## src/verilog/ncr_pkg.sv

```systemverilog
/*
 package for the nibble control register file: address fields, control
 register layout, per-location attribute tables, and the core request carrier.
 assumes a single clock domain shared with the processor core.
*/
package ncr_pkg;

    // ------------------------------------------------------------
    // address layout
    // ------------------------------------------------------------
    localparam int ADDR_W    = 7;
    localparam int ROW_W     = 3;
    localparam int COL_W     = 4;
    localparam int NIB_W     = 4;
    localparam int DEPTH     = 128;
    localparam int CTRL_LOCS = 64;
    localparam int ALIAS_BIT = 6;
    localparam logic [ADDR_W-1:0] CTRL_LO  = 7'h00;
    localparam logic [ADDR_W-1:0] CTRL_HI  = 7'h3f;
    localparam logic [ADDR_W-1:0] ALIAS_LO = 7'h40;
    localparam logic [ADDR_W-1:0] ALIAS_HI = 7'h7f;
    localparam logic [ADDR_W-1:0] XFER_LATCH_ADDR = 7'h78;

    // ------------------------------------------------------------
    // control register special locations
    // ------------------------------------------------------------
    localparam logic [5:0] TMR_RESTART_ADDR = 6'h11;
    localparam int         TMR_RESTART_BIT  = 2;
    localparam logic [NIB_W-1:0] CTRL_RESET_VAL = 4'h0;
    localparam logic [NIB_W-1:0] UNUSED_READ_VAL = 4'h0;

    // per-location attributes: implemented, writable, and bit masks
    typedef struct packed {
        logic             impl;
        logic             wr;
        logic [NIB_W-1:0] live;   // bits not fixed at zero
        logic [NIB_W-1:0] wonly;  // writable bits that always read zero
    } ncr_attr_t;

    // core request carrier
    typedef struct packed {
        logic              rd;    // config_read_op
        logic              wr;    // config_write_op
        logic [ADDR_W-1:0] addr;  // {row, column}
        logic [NIB_W-1:0]  latch; // transfer latch contents for a write
    } ncr_req_t;

    // data memory port towards the aliased upper half
    typedef struct packed {
        logic             we;
        logic [5:0]       addr;   // offset within 40h..7fh
        logic [NIB_W-1:0] wdata;
    } ncr_dm_t;

endpackage

```

## src/verilog/ncr_cell.sv

```systemverilog
/*
 one control register nibble with write mask and fixed-zero read mask.
 assumes the caller decodes the address and supplies a one-cycle write pulse.
*/
`timescale 1ns/1ps
module ncr_cell #(
    parameter logic [3:0] LIVE  = 4'hf,
    parameter logic [3:0] WONLY = 4'h0
) (
    input  wire logic       mclk,
    input  wire logic       rst_n,
    input  wire logic       we,
    input  wire logic [3:0] wdata,
    output logic      [3:0] q,
    output logic      [3:0] rdata
);
    assign rdata = q & ~WONLY;

    always_ff @(posedge mclk or negedge rst_n) begin
        if (!rst_n) begin
            q <= ncr_pkg::CTRL_RESET_VAL;
        end else if (we) begin
            q <= wdata & LIVE;
        end
    end
endmodule

```

## src/verilog/ncr_regfile.sv

```systemverilog
/*
 nibble control register file: 64 control nibbles plus a 64-nibble window
 onto data memory, reached by the core's dedicated read and write operations
 through the one-nibble transfer latch.
 assumes the core presents one request per cycle and owns the transfer latch;
 data memory lives outside and answers reads combinationally in the same cycle.
*/
`timescale 1ns/1ps
module ncr_regfile #(
    parameter bit LARGE = 1'b1,
    parameter logic [63:0] IMPL_SMALL = 64'h0000_0000_001f_0fff,
    parameter logic [63:0] IMPL_LARGE = 64'h0000_0000_007f_1fff,
    parameter logic [63:0] WR_MAP     = 64'h0000_0000_0037_0fff
) (
    input  wire logic                                 mclk,
    input  wire logic                                 rst_n,
    input  wire ncr_pkg::ncr_req_t                    req,
    input  wire logic [ncr_pkg::NIB_W-1:0]            dm_rdata,
    input  wire logic [ncr_pkg::NIB_W-1:0]            ro_status [ncr_pkg::CTRL_LOCS],
    output ncr_pkg::ncr_dm_t                          dm,
    output logic                                      latch_we,
    output logic [ncr_pkg::NIB_W-1:0]                 latch_data,
    output logic [ncr_pkg::CTRL_LOCS*ncr_pkg::NIB_W-1:0] ctrl_out
);
    // ------------------------------------------------------------
    // decode
    // ------------------------------------------------------------
    localparam logic [63:0] IMPL = LARGE ? IMPL_LARGE : IMPL_SMALL;

    wire       is_alias = req.addr[ncr_pkg::ALIAS_BIT];
    wire [5:0] idx      = req.addr[5:0];
    wire [ncr_pkg::ROW_W-1:0] row = req.addr[6:4];
    wire [ncr_pkg::COL_W-1:0] col = req.addr[3:0];
    wire       hit_impl = IMPL[idx];
    wire       hit_wr   = WR_MAP[idx] & hit_impl;
    wire       ctrl_we  = req.wr & ~is_alias & hit_wr;

    logic [ncr_pkg::NIB_W-1:0] cell_rd [ncr_pkg::CTRL_LOCS];

    // ------------------------------------------------------------
    // control nibbles: only the dedicated ops reach them
    // ------------------------------------------------------------
    genvar g;
    generate
        for (g = 0; g < ncr_pkg::CTRL_LOCS; g++) begin : g_cell
            localparam logic [3:0] WO = (g == ncr_pkg::TMR_RESTART_ADDR) ?
                                        4'h4 : 4'h0;
            if (IMPL[g] && WR_MAP[g]) begin : g_rw
                ncr_cell #(.LIVE(4'hf), .WONLY(WO)) u_cell (
                    .mclk  (mclk),
                    .rst_n (rst_n),
                    .we    (ctrl_we && idx == 6'(g)),
                    .wdata (req.latch),
                    .q     (ctrl_out[g*4 +: 4]),
                    .rdata (cell_rd[g])
                );
            end else if (IMPL[g]) begin : g_ro
                assign cell_rd[g] = ro_status[g];
                assign ctrl_out[g*4 +: 4] = 4'h0;
            end else begin : g_unused
                assign cell_rd[g] = ncr_pkg::UNUSED_READ_VAL;
                assign ctrl_out[g*4 +: 4] = 4'h0;
            end
        end
    endgenerate

    // ------------------------------------------------------------
    // read mux and aliased memory port
    // ------------------------------------------------------------
    wire [3:0] rd_val = is_alias ? dm_rdata : cell_rd[idx];

    assign dm.we    = req.wr & is_alias;
    assign dm.addr  = idx;
    assign dm.wdata = req.latch;

    always_ff @(posedge mclk or negedge rst_n) begin
        if (!rst_n) begin
            latch_we   <= 1'b0;
            latch_data <= 4'h0;
        end else begin
            latch_we   <= req.rd;
            latch_data <= rd_val;
        end
    end
endmodule

```

## config.mk

```make
export PLATFORM = sky130hd
export DESIGN_NAME = ncr_regfile
export DESIGN_NICKNAME = d
export VERILOG_FILES = /design/src/verilog/ncr_pkg.sv /design/src/verilog/ncr_cell.sv /design/src/verilog/ncr_regfile.sv
export SDC_FILE = /design/constraint.sdc
export NUM_CORES = 1
export LEC_CHECK = 0
export BUFFER_PORTS_ARGS = -buffer_cell sky130_fd_sc_hd__buf_2
export CAP_MARGIN = 5
export CORE_AREA = 2 2 211 213
export CTS_CLUSTER_DIAMETER = 200
export DETAILED_ROUTE_END_ITERATION = 16
export DIE_AREA = 0 0 213 215
export PLACE_DENSITY = 0.45
export SLEW_MARGIN = 25
export SYNTH_ARGS = -nofsm -noshare
export SYNTH_HDL_FRONTEND = slang
export SYNTH_SLANG_ARGS = --single-unit
```

## constraint.sdc

```tcl
create_clock -name mclk -period 2.6 [get_ports mclk]
set_input_delay 0.13 -clock mclk [delete_from_list [all_inputs] [get_ports mclk]]
set_output_delay 0.13 -clock mclk [all_outputs]
set_load 0.05 [all_outputs]
```

[Yosys cells after proc, flatten, opt, wreduce, memory -nomap -nowiden]
Memories as Yosys holds them, arrays and structs flattened.
Index checks and enable logic that the tools add are counted.
Cells by class
  add/subtract/negate cells: 0
  $mul: 0
  divide/modulo/power cells: 0
  order comparisons: 2
  equal/unequal tests: 16
  shift-type cells: 0
  muxes and demuxes: 6
  bitwise logic cells: 6
  reductions and logical operators: 18
Operators with widths (count)
  6-bit by 5-bit == test with 1-bit output, second input constant: 5
  4-bit binary-select mux with 6-bit select: 1
  6-bit by 3-bit == test with 1-bit output, second input constant: 4
  6-bit by 4-bit == test with 1-bit output, second input constant: 4
  1-bit logical AND: 17
  6-bit by 2-bit == test with 1-bit output, second input constant: 2
  4-bit two-way mux: 3
  7-bit greater-or-equal comparator, second input constant: 1
  6-bit by 7-bit less-than comparator with 1-bit output, second input constant: 1
  6-bit inverter with 7-bit output: 1
  6-bit by 1-bit == test with 1-bit output, second input constant: 1
  6-bit logical NOT: 1
  1-bit AND: 4
  1-bit two-way mux: 2
  1-bit inverter: 1
Storage, ports and cells
  register bits: 73
  bits in latches: 0
  bits in writable memories: 0
  ROM bits: 128
  input port bits: 275
  output and inout port bits: 272
  logic and storage cells: 69
  memories: 2
Memories
  (name not given): words 64, width 1, read ports 1, clocked after Yosys merged registers in 0, wr ports 0, line ncr_regfile.sv:35  | wire hit_wr = WR_MAP[idx] & hit_impl;
  (name not given): words 64, width 1, read ports 1, clocked after Yosys merged registers in 0, wr ports 0, line ncr_regfile.sv:34  | wire hit_impl = IMPL[idx];

[Longest topological paths before layout]
Gate-level depths: netlist of the first run.
  word-level depth: 5
  gate-level depth with buffers: 7
  mapped depth without buffers: 4

[Modules after synthesis]
From an unflattened synthesis of the first run, not the netlist that was laid out.
Second synthesis, totals
  cell total of the unflattened synthesis: 522
  area total of the unflattened synthesis: 5494.0 um2
Modules (own cells, without submodules)
  ncr_cell (g_cell[0].g_rw.u_cell ...): times used 16, cells each 12, area each 175.2 um2, sequential area each 100.1 um2
  ncr_regfile: times used 1, cells each 317, area each 2512.4 um2, sequential area each 125.1 um2
  ncr_cell (g_cell[17].g_rw.u_cell): times used 1, cells each 13, area each 178.9 um2, sequential area each 100.1 um2

[Worst setup path before layout of the first run]
Ideal clock, no wire load.
  path kind: flip-flop to flip-flop
  start: register g_cell[7].g_rw.u_cell.q[0]
  end: register latch_data[0] (netlist name)
  library setup time: 0.138 ns
  arrival time: 1.551 ns
  data required time: 2.462 ns
  path slack: 0.912 ns
  stages on the path, launching flop included: 5
  path buffers: 0
  clock period less this slack: 1.688 ns
  cells stage by stage: dfrtp_1 > mux4_2 > nor2b_1 > a311oi_1 > o221ai_1
Between the ends
  longest elaborated chain between the ends: 4
RTL lines
  start: declaration: line ncr_cell.sv:14  | output logic [3:0] q,
  start signal: assignment: line ncr_cell.sv:21  | q <= ncr_pkg::CTRL_RESET_VAL;
  start signal: assignment: line ncr_cell.sv:23  | q <= wdata & LIVE;
  4-bit binary-select mux with 6-bit select: line ncr_regfile.sv:70  | wire [3:0] rd_val = is_alias ? dm_rdata : cell_rd[idx];
  4-bit two-way mux (implied by the code) (2 in a row): line ncr_regfile.sv:70
  4-bit two-way mux: line ncr_regfile.sv:70
  via rd_val[0]: line ncr_regfile.sv:70
  end signal: assignment: line ncr_regfile.sv:82  | latch_data <= rd_val;
  end: declaration: line ncr_regfile.sv:22  | output logic [ncr_pkg::NIB_W-1:0] latch_data,
The timed path passes the listed nets, and every way through them passes these cells. The select of a mux whose other input is x is not followed.
A chain may end at the register's enable or synchronous reset.

[Worst setup path after layout of the first run]
  start: register g_cell[7].g_rw.u_cell.q[1]
  end: register latch_data[1] (netlist name)
Same word-level chain as after synthesis.

==> results of run 1 <==
[critical path, stage by stage (launching register included)]
cell and delay [ns]:
dfrtp_1 0.40, mux4_2 0.48, nor2b_1 0.14, a311oi_1 0.34, o221ai_1 0.15
[registers in the layout, indices dropped and copies added (netlist names)]
signal / flops
g_cell.g_rw.u_cell.q: 68
latch_data: 4
latch_we: 1
[final cells by class]
| type | count | area (µm²) |
|---|---|---|
| clock buffer | 10 | 229 |
| multi-input combinational | 356 | 2340 |
| fill | 4956 | 37800 |
| timing repair buffer | 129 | 703 |
| inverter | 2 | 7.51 |
| clock inverter | 6 | 43.8 |
| tap | 592 | 741 |
| sequential | 73 | 1830 |
| antenna | 1 | 2.50 |
[cell families after synthesis]
logic type             share of synthesized area
buffers and inverters                      0.312
and+or+nand+nor                           0.0582
other                                   0.000746
muxes                                      0.229
DFF                                        0.363
AOI/OAI and AO/OA                         0.0368
[report_power, final]
group,internal [µW],switching [µW],total [µW]
Combinational,222,1190,1410
Clock,650,528,1180
Sequential,1230,68.1,1300
Total,2100,1790,3890
[stage by stage]
stage	total power [µW]	cell area (µm²)	std cells	worst slack [ns]	hold slack, ns
floorplan	2670	5730	645	0.912	-0.166
global placement	2730	5590	1149	0.661	0.142
detailed placement	2740	5590	1149	0.624	0.158
CTS	3940	5890	1168	0.960	0.00299
global route	4050	5890	1168	0.836	0.0391
finish	3890	5890	1169	0.956	0.0283
[per-layer routing]
layer / part of all wire / routed length [µm] / up-vias
met3: 0.12 / 1760 / 18
met1: 0.39 / 5980 / 1619
met2: 0.47 / 7180 / 222
met4: 0.018 / 271 / 2
li1: - / - / 1409
met5: 0.00079 / 12 / -
[Yosys cell counts (2+ instances only)]
library cell  instances  area share
a21oi_1               2      0.0020
o211ai_1              2      0.0030
nand3_1               3      0.0030
nor2b_1               5      0.0062
a311oi_1              3      0.0052
and3_1                3      0.0037
nand2_1              17       0.013
mux4_2               10       0.045
buf_4               198        0.30
nor3_1                2      0.0020
nand2b_1              3      0.0037
mux2i_1              14       0.028
o221ai_1              2      0.0035
buf_2                 9      0.0090
a22o_1                2      0.0035
dfrtp_1              73        0.36
mux2_2               70        0.16
clkbuf_1              6      0.0045
nor2_2                2      0.0025
a31oi_1               2      0.0025
nor2_1                6      0.0045
o311ai_0              2      0.0035
inv_1                 2      0.0015
[final timing paths]
check,startpoint,endpoint,cells after the start
hold / removal,dm_rdata[1],latch_data[1]$_DFF_PN0_,3
setup reg to reg,g_cell[7].g_rw.u_cell.q[1]$_DFFE_PN0P_,latch_data[1]$_DFF_PN0_,4
max in group asynchronous,rst_n,g_cell[20].g_rw.u_cell.q[0]$_DFFE_PN0P_,3
min in group asynchronous,rst_n,g_cell[11].g_rw.u_cell.q[2]$_DFFE_PN0P_,2
setup / recovery,g_cell[7].g_rw.u_cell.q[1]$_DFFE_PN0P_,latch_data[1]$_DFF_PN0_,4
hold reg to reg,g_cell[17].g_rw.u_cell.q[2]$_DFFE_PN0P_,g_cell[17].g_rw.u_cell.q[2]$_DFFE_PN0P_,1
[cells in the final DEF, fill, tap and decap left out, drive strengths merged, types with 2 or more instances in the layout]
cell type      n
nand3          3
a31oi          2
dlygate4sd3    3
nor2b          5
and3           3
a311oi         3
mux2i         14
nand2         17
buf          126
clkinv         4
o221ai         2
nor2           8
nand2b         3
clkbuf        10
nor3           3
o311ai         2
mux4          10
mux2          70
inv            3
a21oi          2
a22o           2
dfrtp         73
conb         188
o211ai         2
==> run metrics, run 1 <==
period utilization=0.632; num ports=about 550; GRT overflow=0; fraction of registers with async set/reset=1.00; final count of hold timing violations=0; clock sink count=73; clock slew at reported path FFs=around 0.060 ns; Core ar.=43600 µm²; post-synthesis sequential area ratio=0.363; Setup TNS Final=0 ns; RePlAce Congestion=roughly 0.8; nature of the critical path endpoint=flop; CTS resizes=0; prevailing post-synth register cell=dfrtp_1; Max Fclk=0.608 GHz; fin. max-slew vios=0; Tmin final=1.64 ns; Starting Density=0.115; IO Port Bufs=114; Peak VDD IR=0.292 mV; outcome=completed; number of global-route vias before repair=2944; Worst Path Arrival=between 1.5 and 2 ns; FP Rows=77; Post-CTS Repair Setup Buffers=0; Vias/cell=~2.8; drt total wl=15200 µm; layer with the highest usage=met2; critical path startpoint category=flop; Static Leak=a little over 0.003 µW; Synthesis Warnings=0; H-tree depth=3; Slew @ Worst Pin=0.598 ns; antenna violations before repair=2; Critical Path Fanout Max=3; GRT Total Usage=0.0649; Slew headroom=0.601; Global Route met2 Usage=0.103; Util after Layout=0.135; DRC=0; GRT met1 Usage=0.0781; Cell variety after synth=43; maxcap violations=0; die area=~46000 µm²; cell area power density=660 nW/µm²; height of the chip=between 200 and 250 µm; cts hold-fix bufs=3; final setup fails=0; layout cell share with drive strength beyond 1=0.396; worst reg-to-reg setup slack=about 0.96 ns; Post-DRT Antenna Nets=0; largest net degree at the start of global routing=23; Post-Syn Instances=approximately 460; Required @ worst endpoint=2.80 ns; DP Wirelength=12200 µm; CTS root buf=clkbuf_16; Crit Path Class=reg -> reg; Post-Synthesis Cell Area=approximately 5000 µm²; Final #Nets=between 800 and 900; Clock Latency Late Sink=0.34 ns; number of synthesized flops with an enable pin=0; CTS tree=yes; met3 Usage GRT=0.0265; worst min path class=in -> reg; Inserted Clock Buffers=9; Initial DRC Count=151; wire length per cell=13.0 µm; flops & latches, synth=73; Vias=3270; global-route wire length before repair=between 20000 and 25000 µm; Synth Area per Inst=roughly 11 µm²; DR pass1 iterations=4; Clock Path Buffers=2; Final Skew=between 0.009 and 0.01 ns; DIE WIDTH=about 210 µm; Area Overhead vs Synth=17.1%; RSZ-0062 raised after global routing=false
No activity file was read; power rests on OpenSTA's default activity.
==> inputs of run 2 (changes only) <==
--- a/config.mk
+++ b/config.mk
@@ -11,7 +11,7 @@
 export CTS_CLUSTER_DIAMETER = 200
 export DETAILED_ROUTE_END_ITERATION = 16
 export DIE_AREA = 0 0 213 215
-export PLACE_DENSITY = 0.45
+export PLACE_DENSITY = 0.46
 export SLEW_MARGIN = 25
 export SYNTH_ARGS = -nofsm -noshare
 export SYNTH_HDL_FRONTEND = slang
==> constraint.sdc (replaced) <==
create_clock -name mclk -period 1.4 [get_ports mclk]
set_input_delay 0.07 -clock mclk [delete_from_list [all_inputs] [get_ports mclk]]
set_output_delay 0.07 -clock mclk [all_outputs]
set_load 0.05 [all_outputs]
==> run metrics, run 2 (synthesized netlist as in run 1, its figures left out) <==
Clock Latency Late Sink=roughly 0.33 ns; Tmin final=1.53 ns; antenna violations before repair=3; DRC=0; height of the chip=around 220 µm; fin. max-slew vios=0; Multi-input gate area=~2400 µm²; fillers=4928; drt total wl=15800 µm; Final #Nets=about 900; RSZ-0062 raised after global routing=true; met2 WL=between 7000 and 8000 µm; DR pass1 iterations=4; placed insts=between 1000 and 1500; num ports=547; outcome=complete, but fails checks; maxcap violations=0; Largest regs=g_cell.g_rw.u_cell.q (68), latch_data (4), latch_we (1); Clock Path Buffers=2; Inserted Clock Buffers=9; antenna diode count=0; Starting Density=0.115; Critical-path top delay cell=mux4_2; Core ar.=roughly 44000 µm²; DP Wirelength=13200 µm; Metal-1 WL=slightly above 6000 µm; fin area=6440 µm²; nature of the critical path endpoint=flop; critical path startpoint category=flop; most frequent cells in the layout=188 x conb_1, 114 x buf_2, 67 x mux2_2; Final Skew=approximately 0.0077 ns; Util after Layout=0.147; largest net degree at the start of global routing=32; setup slack after layout=-0.125 ns; max FFs per register=between 60 and 70; Slew @ Worst Pin=about 0.51 ns; Static Leak=around 0.0033 µW; final count of hold timing violations=0; delay of the slowest critical-path stage=0.45 ns; Post-DRT Antenna Nets=0; WL met3=between 1500 and 2000 µm; Vias=3427; Slew headroom=0.662; Worst Path Arrival=around 1.7 ns; Vias/cell=2.80; Initial DRC Count=~110; IO Port Bufs=around 110; final std cells w/o fill=1224; Critical Path Fanout Max=2; Final Hold Slack=about 0.017 ns; commonest non-fill, non-tap cell in the layout=conb_1; H-tree depth=3; Critical Path, Cell by Cell=mux4_2, nor2b_1, a311oi_1, o221ai_1; GRT Total Usage=0.0673; GRT overflow=0; Setup TNS Final=-0.230 ns; CTS tree=yes; wire length per cell=12.9 µm; global-route wire length before repair=22400 µm; layout cell share with drive strength beyond 1=0.513; cell family with most CP delay=multiplexers; CP Buf/Inv Count=0; FP Rows=77; clock slew at reported path FFs=0.06 ns; area of placed instances=between 6000 and 7000 µm²; Post-CTS Repair Setup Buffers=0; final setup fails=2; Required @ worst endpoint=roughly 1.6 ns; clock sink count=between 70 and 80; violated checks=setup timing; DIE WIDTH=213 µm; Peak VDD IR=0.531 mV; sequential cell area=about 1900 µm²; die area=45800 µm²; Crit Path Class=reg -> reg; RePlAce Congestion=0.798; worst min path class=in -> reg; top routing layer used=met5; number of global-route vias before repair=roughly 3200; CTS root buf=clkbuf_16; period utilization=1.09; Largest Register=g_cell.g_rw.u_cell.q; Area Overhead vs Synth=28.0%; Max Fclk=0.656 GHz; cell area power density=1140 nW/µm²
[run 2: cell types whose count changed in the layout (fill, tap and decap cells not counted), moves of 3 or more]
cell     change
mux2_2       -3
nand2_1      -4
mux2_4       +3
dfrtp_2     +30
nand2_2      +4
buf_4       +53
buf_12       +4
dfrtp_1     -30
[run 2: per-stage QoR]
stage	power (µW)	setup slack, ns
5_1_grt	7660	-0.206
3_5_place_dp	5300	-0.276
4_1_cts	7410	-0.130
2_1_floorplan	4990	-0.164
6_report	7320	-0.125
3_3_place_gp	5290	-0.250
[run 2: final cells by class]
type                    instances  share of cell area
multi-input cells             356               0.371
flip-flops and latches         73               0.290
repair buffers                185               0.182
well taps                     592               0.115
clock buffers                  10              0.0356
clock inverters                 6             0.00564
inverters                       2             0.00117
[run 2: final timing paths]
check | start | endpoint | slack (ns) | cells past startpoint
max in group asynchronous | rst_n | g_cell[11].g_rw.u_cell.q[2]$_DFFE_PN0P_ | 0.58 | 3
min in group asynchronous | rst_n | g_cell[4].g_rw.u_cell.q[2]$_DFFE_PN0P_ | 0.24 | 2
worst max-delay path | g_cell[4].g_rw.u_cell.q[0]$_DFFE_PN0P_ | latch_data[0]$_DFF_PN0_ | -0.13 | 4
worst min register to register | g_cell[17].g_rw.u_cell.q[2]$_DFFE_PN0P_ | g_cell[17].g_rw.u_cell.q[2]$_DFFE_PN0P_ | 0.52 | 1
worst max register to register | g_cell[4].g_rw.u_cell.q[0]$_DFFE_PN0P_ | latch_data[0]$_DFF_PN0_ | -0.13 | 4
worst min-delay path | dm_rdata[1] | latch_data[1]$_DFF_PN0_ | 0.02 | 3
[run 2: layer usage]
metal | vias up | global-route usage
met3 | 16 | 0.0329
met2 | 220 | 0.110
met4 | 6 | 0.0189
met1 | 1666 | 0.0770
met5 | - | 0
li1 | 1519 | -
[run 2: repair_timing]
action                                  4_1_cts  5_1_grt
hold endpoints to repair                     17        0
gates resized for setup                       3        0
pin swaps                                     1        0
endpoints found under the setup margin        4        4
hold buffers                                  2        0
[run 2: power breakdown]
group	internal [µW]	leakage (µW)	switching, µW
logic	560	0.00222	2270
clock network	1190	0.000132	885
registers	2290	0.000941	122
total	4040	0.00329	3280
[run 2: worst reg2reg max path: stages, from the launching register on]
cell and delay, ns:
dfrtp_2 0.42, mux4_2 0.45, nor2b_1 0.14, a311oi_1 0.23, o221ai_1 0.15
